$ cat src/shared/usb_dev_regs_pkg.sv
// constants, register map and types for the usb device state and irq registers
package usb_dev_regs_pkg;

  // ----------------------------------------------------------------
  // bus geometry
  // ----------------------------------------------------------------
  localparam int ADDR_W = 32;
  localparam int DATA_W = 32;
  localparam int BE_W = 4;

  // ----------------------------------------------------------------
  // register byte addresses
  // ----------------------------------------------------------------
  localparam logic [31:0] FRAME_NUMBER_ADDR = 32'hFFFA4000;
  localparam logic [31:0] GLOBAL_DEVICE_STATE_ADDR = 32'hFFFA4004;
  localparam logic [31:0] FUNCTION_ADDRESS_ADDR = 32'hFFFA4008;
  localparam logic [31:0] IRQ_ENABLE_SET_ADDR = 32'hFFFA4010;
  localparam logic [31:0] IRQ_ENABLE_CLEAR_ADDR = 32'hFFFA4014;
  localparam logic [31:0] IRQ_MASK_VIEW_ADDR = 32'hFFFA4018;

  // ----------------------------------------------------------------
  // field layout
  // ----------------------------------------------------------------
  localparam int FRAME_W = 11;
  localparam int SOF_ERROR_POS = 16;
  localparam int SOF_GOOD_POS = 17;
  localparam int ADDRESSED_POS = 0;
  localparam int CONFIGURED_POS = 1;
  localparam int FUNC_ADDR_W = 7;
  localparam int FUNC_EN_POS = 8;
  localparam int IRQ_W = 14;
  localparam int SUSPEND_POS = 8;
  localparam int RESUME_POS = 9;
  localparam int FRAME_START_POS = 11;
  localparam int UNMASKABLE_POS = 12;
  localparam int WAKEUP_POS = 13;

  // ----------------------------------------------------------------
  // reset values and masks
  // ----------------------------------------------------------------
  localparam logic [IRQ_W-1:0] MASK_WRITABLE = 14'h2B3F;
  localparam logic [IRQ_W-1:0] MASK_RESET = 14'h0200;
  localparam logic [IRQ_W-1:0] MASK_FORCED = 14'h1000;
  localparam logic [FRAME_W-1:0] FRAME_RESET = 11'h000;
  localparam logic [FUNC_ADDR_W-1:0] FUNC_ADDR_RESET = 7'h00;
  localparam logic FUNC_EN_RESET = 1'b1;
  localparam logic [DATA_W-1:0] READ_ZERO = 32'h00000000;

  // ----------------------------------------------------------------
  // bus slave handshake states
  // ----------------------------------------------------------------
  typedef enum logic [0:0] {
    BUS_IDLE = 1'b0,
    BUS_ACK = 1'b1
  } bus_state_t;

endpackage : usb_dev_regs_pkg

$ cat src/shared/sof_capture_if.sv
// interface carrying captured start-of-frame state to the register block
`timescale 1ns/10ps
interface sof_capture_if;
  import usb_dev_regs_pkg::*;

  logic [FRAME_W-1:0] frame_counter_field;
  logic sof_good_flag;
  logic sof_error_flag;
  logic frame_start_pulse;

  modport capture (
    output frame_counter_field,
    output sof_good_flag,
    output sof_error_flag,
    output frame_start_pulse
  );

  modport regs (
    input frame_counter_field,
    input sof_good_flag,
    input sof_error_flag,
    input frame_start_pulse
  );
endinterface : sof_capture_if

$ cat src/verilog/sof_frame_capture.sv
// start-of-frame capture: frame number and good/error flags
`timescale 1ns/10ps
module sof_frame_capture
  import usb_dev_regs_pkg::*;
(
  input wire logic clk,
  input wire logic srst,
  input wire logic sof_pid_seen,
  input wire logic sof_eop,
  input wire logic sof_packet_error,
  input wire logic [usb_dev_regs_pkg::FRAME_W-1:0] frame_field_in,
  sof_capture_if.capture cap
);

  // ----------------------------------------------------------------
  // frame number
  // ----------------------------------------------------------------
  // the packet decoder presents the field together with the eop strobe
  always_ff @(posedge clk)
  begin
    if (srst)
      cap.frame_counter_field <= FRAME_RESET;
    else if (sof_eop)
      cap.frame_counter_field <= frame_field_in;
  end

  // ----------------------------------------------------------------
  // frame flags
  // ----------------------------------------------------------------
  // set wins over clear so a coincident eop is never lost
  always_ff @(posedge clk)
  begin
    if (srst)
    begin
      cap.sof_good_flag <= 1'b0;
      cap.sof_error_flag <= 1'b0;
    end
    else if (sof_eop)
    begin
      cap.sof_error_flag <= sof_packet_error;
      cap.sof_good_flag <= ~sof_packet_error;
    end
    else if (sof_pid_seen)
    begin
      cap.sof_good_flag <= 1'b0;
      cap.sof_error_flag <= 1'b0;
    end
  end

  // frame start event fires on the pid, not on the eop
  always_ff @(posedge clk)
  begin
    if (srst)
      cap.frame_start_pulse <= 1'b0;
    else
      cap.frame_start_pulse <= sof_pid_seen;
  end

endmodule : sof_frame_capture

$ cat src/verilog/usb_device_state_and_irq_regs.sv
// usb device state, function address and interrupt mask registers
`timescale 1ns/10ps

// Summary of operation
// - latch 11-bit frame number at sof eop
// - set frame error flag at bad sof
// - set frame good flag at clean sof
// - clear both frame flags on sof pid
// - raise frame start status on sof pid
// - addressed bit sets on 1, write 0 ignored
// - configured bit follows written value
// - 7-bit function address, zero after reset
// - function enable bit, one after reset, passed out to endpoint logic
// - enable register writes set mask bits
// - disable register writes clear mask bits
// - mask view shows enabled sources
// - mask bit 12 always reads one
// - interrupt only when flag and mask set
// - bus reset end restores mask reset value
module usb_device_state_and_irq_regs
  import usb_dev_regs_pkg::*;
(
  input wire logic clk,
  input wire logic srst,
  // avalon-mm slave
  input wire logic [usb_dev_regs_pkg::ADDR_W-1:0] address,
  input wire logic read,
  input wire logic write,
  input wire logic [usb_dev_regs_pkg::BE_W-1:0] byteenable,
  input wire logic [usb_dev_regs_pkg::DATA_W-1:0] writedata,
  output logic [usb_dev_regs_pkg::DATA_W-1:0] readdata,
  output logic waitrequest,
  // packet decoder side
  input wire logic sof_pid_seen,
  input wire logic sof_eop,
  input wire logic sof_packet_error,
  input wire logic [usb_dev_regs_pkg::FRAME_W-1:0] frame_field_in,
  input wire logic bus_reset_end,
  input wire logic [usb_dev_regs_pkg::IRQ_W-1:0] irq_status,
  // device state towards endpoint logic
  output logic frame_start_irq,
  output logic addressed_state_bit,
  output logic configured_state_bit,
  output logic [usb_dev_regs_pkg::FUNC_ADDR_W-1:0] function_addr_value,
  output logic function_enable_bit,
  output logic [usb_dev_regs_pkg::IRQ_W-1:0] irq_mask,
  output logic irq
);
  import usb_dev_regs_pkg::*;

  // ----------------------------------------------------------------
  // declarations
  // ----------------------------------------------------------------
  sof_capture_if sof_bus ();

  bus_state_t bus_state_reg;
  bus_state_t bus_state_next;
  logic [DATA_W-1:0] readdata_reg;
  logic [DATA_W-1:0] readdata_next;
  logic addressed_reg;
  logic configured_reg;
  logic [FUNC_ADDR_W-1:0] func_addr_reg;
  logic func_en_reg;
  logic [IRQ_W-1:0] mask_reg;
  logic [IRQ_W-1:0] mask_next;
  logic irq_reg;
  logic frame_start_reg;
  logic req;
  logic do_write;
  logic [DATA_W-1:0] be_bits;
  logic [DATA_W-1:0] wr_bits;
  logic [IRQ_W-1:0] set_bits;
  logic [IRQ_W-1:0] clr_bits;
  logic [IRQ_W-1:0] mask_view;

  // ----------------------------------------------------------------
  // start-of-frame capture
  // ----------------------------------------------------------------
  sof_frame_capture u_sof_capture (
    .clk(clk),
    .srst(srst),
    .sof_pid_seen(sof_pid_seen),
    .sof_eop(sof_eop),
    .sof_packet_error(sof_packet_error),
    .frame_field_in(frame_field_in),
    .cap(sof_bus.capture)
  );

  // ----------------------------------------------------------------
  // bus handshake
  // ----------------------------------------------------------------
  // a request is seen in one cycle and answered in the next, one wait
  // state; the master holds the request until waitrequest drops
  assign req = read | write;

  // write takes effect only at the edge where waitrequest is low
  assign do_write = write & (bus_state_reg == BUS_ACK);

  // expand byte enables to a bit mask, lanes not enabled keep old data
  always_comb
  begin
    be_bits = {{8{byteenable[3]}}, {8{byteenable[2]}},
               {8{byteenable[1]}}, {8{byteenable[0]}}};
    wr_bits = writedata & be_bits;
  end

  // answer state
  always_comb
  begin
    bus_state_next = BUS_IDLE;
    case (bus_state_reg)
      BUS_IDLE:
      begin
        if (req)
          bus_state_next = BUS_ACK;
      end
      BUS_ACK:
      begin
        bus_state_next = BUS_IDLE;
      end
      default:
      begin
        bus_state_next = BUS_IDLE;
      end
    endcase
  end

  always_ff @(posedge clk)
  begin
    if (srst)
      bus_state_reg <= BUS_IDLE;
    else
      bus_state_reg <= bus_state_next;
  end

  // waitrequest is registered; idle high so nothing is taken by surprise
  always_ff @(posedge clk)
  begin
    if (srst)
      waitrequest <= 1'b1;
    else
      waitrequest <= ~(bus_state_next == BUS_ACK);
  end

  // ----------------------------------------------------------------
  // read path
  // ----------------------------------------------------------------
  // mask view forces the unmaskable bit whatever was written
  assign mask_view = mask_reg | MASK_FORCED;

  // write-only and unmapped addresses read as zero
  always_comb
  begin
    readdata_next = READ_ZERO;
    case (address)
      FRAME_NUMBER_ADDR:
      begin
        readdata_next[FRAME_W-1:0] = sof_bus.frame_counter_field;
        readdata_next[SOF_ERROR_POS] = sof_bus.sof_error_flag;
        readdata_next[SOF_GOOD_POS] = sof_bus.sof_good_flag;
      end
      GLOBAL_DEVICE_STATE_ADDR:
      begin
        readdata_next[ADDRESSED_POS] = addressed_reg;
        readdata_next[CONFIGURED_POS] = configured_reg;
      end
      FUNCTION_ADDRESS_ADDR:
      begin
        readdata_next[FUNC_ADDR_W-1:0] = func_addr_reg;
        readdata_next[FUNC_EN_POS] = func_en_reg;
      end
      IRQ_MASK_VIEW_ADDR:
      begin
        readdata_next[IRQ_W-1:0] = mask_view;
      end
      default:
      begin
        readdata_next = READ_ZERO;
      end
    endcase
  end

  // data captured with the request so it stands while waitrequest is low
  always_ff @(posedge clk)
  begin
    if (srst)
      readdata_reg <= READ_ZERO;
    else if (read & (bus_state_reg == BUS_IDLE))
      readdata_reg <= readdata_next;
    else if (bus_state_reg == BUS_ACK)
      readdata_reg <= READ_ZERO;
  end

  assign readdata = readdata_reg;

  // ----------------------------------------------------------------
  // global device state
  // ----------------------------------------------------------------
  // only a reset leaves the addressed state; a usb bus reset returns the
  // device to default, so the end-of-reset event clears it too
  always_ff @(posedge clk)
  begin
    if (srst)
      addressed_reg <= 1'b0;
    else if (bus_reset_end)
      addressed_reg <= 1'b0;
    else if (do_write && address == GLOBAL_DEVICE_STATE_ADDR &&
             wr_bits[ADDRESSED_POS])
      addressed_reg <= 1'b1;
  end

  // configured follows the written value when its lane is enabled
  always_ff @(posedge clk)
  begin
    if (srst)
      configured_reg <= 1'b0;
    else if (bus_reset_end)
      configured_reg <= 1'b0;
    else if (do_write && address == GLOBAL_DEVICE_STATE_ADDR &&
             byteenable[0])
      configured_reg <= writedata[CONFIGURED_POS];
  end

  // ----------------------------------------------------------------
  // function address
  // ----------------------------------------------------------------
  // hardware does not check ordering against the status stage; software
  // must load the address before raising the addressed bit
  always_ff @(posedge clk)
  begin
    if (srst)
      func_addr_reg <= FUNC_ADDR_RESET;
    else if (do_write && address == FUNCTION_ADDRESS_ADDR && byteenable[0])
      func_addr_reg <= writedata[FUNC_ADDR_W-1:0];
  end

  // enable lives in byte lane one; reset value is enabled
  always_ff @(posedge clk)
  begin
    if (srst)
      func_en_reg <= FUNC_EN_RESET;
    else if (do_write && address == FUNCTION_ADDRESS_ADDR && byteenable[1])
      func_en_reg <= writedata[FUNC_EN_POS];
  end

  // ----------------------------------------------------------------
  // interrupt mask
  // ----------------------------------------------------------------
  // only documented source bits are writable; others are dropped
  always_comb
  begin
    set_bits = '0;
    clr_bits = '0;
    if (do_write && address == IRQ_ENABLE_SET_ADDR)
      set_bits = wr_bits[IRQ_W-1:0] & MASK_WRITABLE;
    if (do_write && address == IRQ_ENABLE_CLEAR_ADDR)
      clr_bits = wr_bits[IRQ_W-1:0] & MASK_WRITABLE;
    mask_next = (mask_reg & ~clr_bits) | set_bits;
  end

  // the usb reset event outranks a software write in the same cycle
  always_ff @(posedge clk)
  begin
    if (srst)
      mask_reg <= MASK_RESET;
    else if (bus_reset_end)
      mask_reg <= MASK_RESET;
    else
      mask_reg <= mask_next & MASK_WRITABLE;
  end

  // ----------------------------------------------------------------
  // interrupt request and state outputs
  // ----------------------------------------------------------------
  // registered so the line is glitch free; costs one cycle of latency
  always_ff @(posedge clk)
  begin
    if (srst)
      irq_reg <= 1'b0;
    else
      irq_reg <= |(irq_status & mask_view);
  end

  // frame start event passed on for the status register
  always_ff @(posedge clk)
  begin
    if (srst)
      frame_start_reg <= 1'b0;
    else
      frame_start_reg <= sof_bus.frame_start_pulse;
  end

  assign irq = irq_reg;
  assign frame_start_irq = frame_start_reg;
  assign addressed_state_bit = addressed_reg;
  assign configured_state_bit = configured_reg;
  assign function_addr_value = func_addr_reg;
  assign function_enable_bit = func_en_reg;
  assign irq_mask = mask_view;

endmodule : usb_device_state_and_irq_regs

$ cat config.mk
export PLATFORM = sky130hd
export DESIGN_NAME = usb_device_state_and_irq_regs
export DESIGN_NICKNAME = d
export VERILOG_FILES = /design/src/shared/usb_dev_regs_pkg.sv /design/src/shared/sof_capture_if.sv /design/src/verilog/sof_frame_capture.sv /design/src/verilog/usb_device_state_and_irq_regs.sv
export SDC_FILE = /design/constraint.sdc
export NUM_CORES = 1
export LEC_CHECK = 0
export ABC_AREA = 0
export BUFFER_PORTS_ARGS = -buffer_cell sky130_fd_sc_hd__buf_2
export CAP_MARGIN = 20
export CORE_MARGIN = 1
export CORE_UTILIZATION = 39
export DETAILED_ROUTE_END_ITERATION = 10
export PLACE_DENSITY = 0.86
export SLEW_MARGIN = 40
export SYNTH_ARGS = -nofsm -noshare
export SYNTH_HDL_FRONTEND = slang
export SYNTH_SLANG_ARGS = --single-unit
$ cat constraint.sdc
create_clock -name clk -period 1.7 [get_ports clk]
set_input_delay 0.085 -clock clk [delete_from_list [all_inputs] [get_ports clk]]
set_output_delay 0.085 -clock clk [all_outputs]
set_load 0.02 [all_outputs]
==> flow_summary.yaml <==
status:
  status: "finished with violations"
  violations: "design-rule violations"
timing:
  hold_viol: 0
  rsz0062_at_grt: "false"
  fin_skew_ns: 0.00786
  max_slew_margin_pct: 65.6
  period_share_pct: 93.7
  setup_viol: 0
  period_minus_slack_ns: 1.59
  maxSlewViolCount: 0
  fmax_mhz: 628
  tightestPinTransition_ns: 0.512
worst_setup_path:
  worstSetupStartpointType: "input port"
  reg2reg_depth: 4
  crit_start: "address[9]"
  crit_fanout: 7
  arrival_ns: 1.78
  end_kind: "flip-flop"
  reg2reg_to: "function_addr_value[5]$_SDFFE_PP0P_"
  required_ns: 1.89
  r2r-start: "bus_state_reg$_SDFF_PP0_"
  worstSetupPathType: "in2reg"
  r2r_slack_ns: 0.11
  cp-endpoint: "function_addr_value[5]$_SDFFE_PP0P_"
hold_path:
  hold_path_class: "in2reg"
finish:
  nNetsFinal: 529
  post-route-util_pct: 53.5
  mostFrequentLayoutCells: "buf_2, dfxtp_1, nand2_1, nand4_1, buf_4"
  area_delta_synth_final_pct: 30.2
  mostFrequentLayoutCell: "buf_2"
  largest_reg_flops: 16
  diodes: 0
  drive_gt1_share_pct: 36.4
  fillCellCount: 614
routing:
  wl_per_cell_um: 15.8
  drt_pre_antenna_iters: 8
  ant_nets: 0
  vias: 2765
  route.detailed.drc: 8
  routed_wirelength_mm: 7.99
  drt-initial-drc-count: 350
  vias_per_cell: 5.46
global_route:
  grtUsageMet1_pct: 26.8
  grt_pass1_wl_mm: 12.8
  use_met2_pct: 40.1
  use_met3_pct: 4.62
  grt.overflow.total: 0
  grt_pass1_vias: 2681
  gr-max-usage-layer: "met2"
  antenna_found_initial: 0
  grt_max_degree: 20
  grt_usage_pct: 22.5
power:
  powerDensity_nw_per_um2: 663
  vdd_drop_max_mv: 0.353
  p_total_mw: 2.29
  leakage_nw: 1.61
yosys:
  postSynthAreaPerCell_um2: 8.70
  synth_top_cell_by_area: "dfxtp_1"
  ys_seq_elements: 54
  seq_area_frac_synth_pct: 40.7
  yosys-top-cells-area: "dfxtp_1, mux2i_1, buf_4"
  synthCells: 305
  yosysWarnings: 0
  synth_cell_type_count: 43
  syn_area_um2: 2650
  yosysTopAreaCellShare_pct: 40.7
clock_network:
  post-cts-setup-buffers: 0
  clkTransAtPathRegs_ns: 0.10
  clockBufferDepth: 2
  cts_inserted_buffers: 5
  cts_tree: "built"
  worstSkewPairLatency_ns: 0.30
  htreeDepth: 2
  holdBufCountCts: 0
  cts_resized: 0
  root_buffer: "clkbuf_8"
  cts.sinks: 54
placement:
  io_buffers: 113
  gp_routability_congestion: 0.910
  place_hpwl_mm: 6.30
job:
  drv_cap: 0
die:
  start_util_pct: 41.1
  rows: 29
  ioPinCount: 160
  chipHeight_um: 84.5
  die_width_um: 84.5
  die-area_um2: 7140
  core-area_um2: 6460
synthesized netlist by cell type:
cell and count:
or4_4 1, nand2b_1 3, nor4_4 1, nor3_2 1, clkbuf_1 11, a22o_1 3, and3_1 6, nor4_1 5
buf_2 5, or4b_4 1, a31oi_1 1, nand2_1 31, dfxtp_1 54, nand3_1 7, inv_1 3, a22oi_1 3
a221oi_1 2, conb_1 2, and2_1 7, buf_4 21, or2_2 2, nand3b_1 1, nor4b_1 1, buf_1 3
o31ai_1 9, or4_1 3, a222oi_1 6, a21oi_1 16, nor2b_1 2, mux2_2 2, a211oi_1 1, or4b_1 1
nor3b_1 2, o21ai_0 2, or3_1 3, and4b_1 1, nor2_1 20, buf_6 1, nand4_1 25, nor3_1 5
o21ai_1 7, a2111oi_0 1, mux2i_1 23
metal layers:
layer | up-vias | share of wire, %
li1 | 1334 | -
met1 | 1278 | 42
met2 | 141 | 49
met3 | 12 | 8.1
met4 | 0 | 1.7
met5 | - | 0
area by class of cell:
| cell class | count | area, um^2 | share of cell area, % |
|---|---|---|---|
| flip-flops and latches | 54 | 1080 | 31.3 |
| inverters | 3 | 11.3 | 0.326 |
| clock buffers | 6 | 72.6 | 2.10 |
| repair buffers | 139 | 786 | 22.7 |
| clock inverters | 2 | 13.8 | 0.398 |
| well taps | 77 | 96.3 | 2.79 |
| multi-input cells | 225 | 1390 | 40.3 |
worst max-delay path, cell delays in order:
cell	delay, ns
buf_2	0.10
or4_1	0.55
or4_1	0.63
o31ai_1	0.31
a21oi_1	0.11
cell families (layout without fill, tap and decap cells):
logic type      after synthesis  in the layout  share of synthesized area (%)
compound gates               51             51                           12.9
mux                          25             25                           9.52
flops                        54             54                           40.7
simple gates                129            129                           26.9
buf+inv                      44            150                           9.71
other cells                   2             20                          0.283
metrics by stage:
stage          worst slack (ns)  instance area (um^2)  TNS, ns  hold WS [ns]  cells
3_3_place_gp             -0.129                  3370   -0.881         0.325    498
3_5_place_dp             -0.214                  3370    -1.16         0.332    498
2_1_floorplan            0.0275                  2720        0         0.213    323
4_1_cts                   0.116                  3450        0        0.0178    506
5_1_grt                  0.0161                  3450        0        0.0217    506
6_report                  0.107                  3450        0        0.0136    506
where the power goes:
group / switching [mW] / internal (mW) / leakage, nW
clock network: 0.413 / 0.292 / 0.0452
logic: 0.164 / 0.117 / 1.13
registers: 0.0144 / 1.29 / 0.439
total: 0.591 / 1.70 / 1.61
worst min-delay path by stage:
stage,from,to,slack (ns),cells after the start
floorplan,sof_pid_seen,u_sof_capture.cap.frame_start_pulse$_SDFF_PP0_,0.21,1
global placement,frame_field_in[6],u_sof_capture.cap.frame_counter_field[6]$_SDFFE_PP0P_,0.32,3
detailed placement,frame_field_in[3],u_sof_capture.cap.frame_counter_field[3]$_SDFFE_PP0P_,0.33,3
CTS,srst,u_sof_capture.cap.frame_counter_field[9]$_SDFFE_PP0P_,0.02,2
global route,sof_pid_seen,u_sof_capture.cap.frame_start_pulse$_SDFF_PP0_,0.02,2
finish,frame_field_in[8],u_sof_capture.cap.frame_counter_field[8]$_SDFFE_PP0P_,0.01,3
No activity file was read; power rests on OpenSTA's default activity.
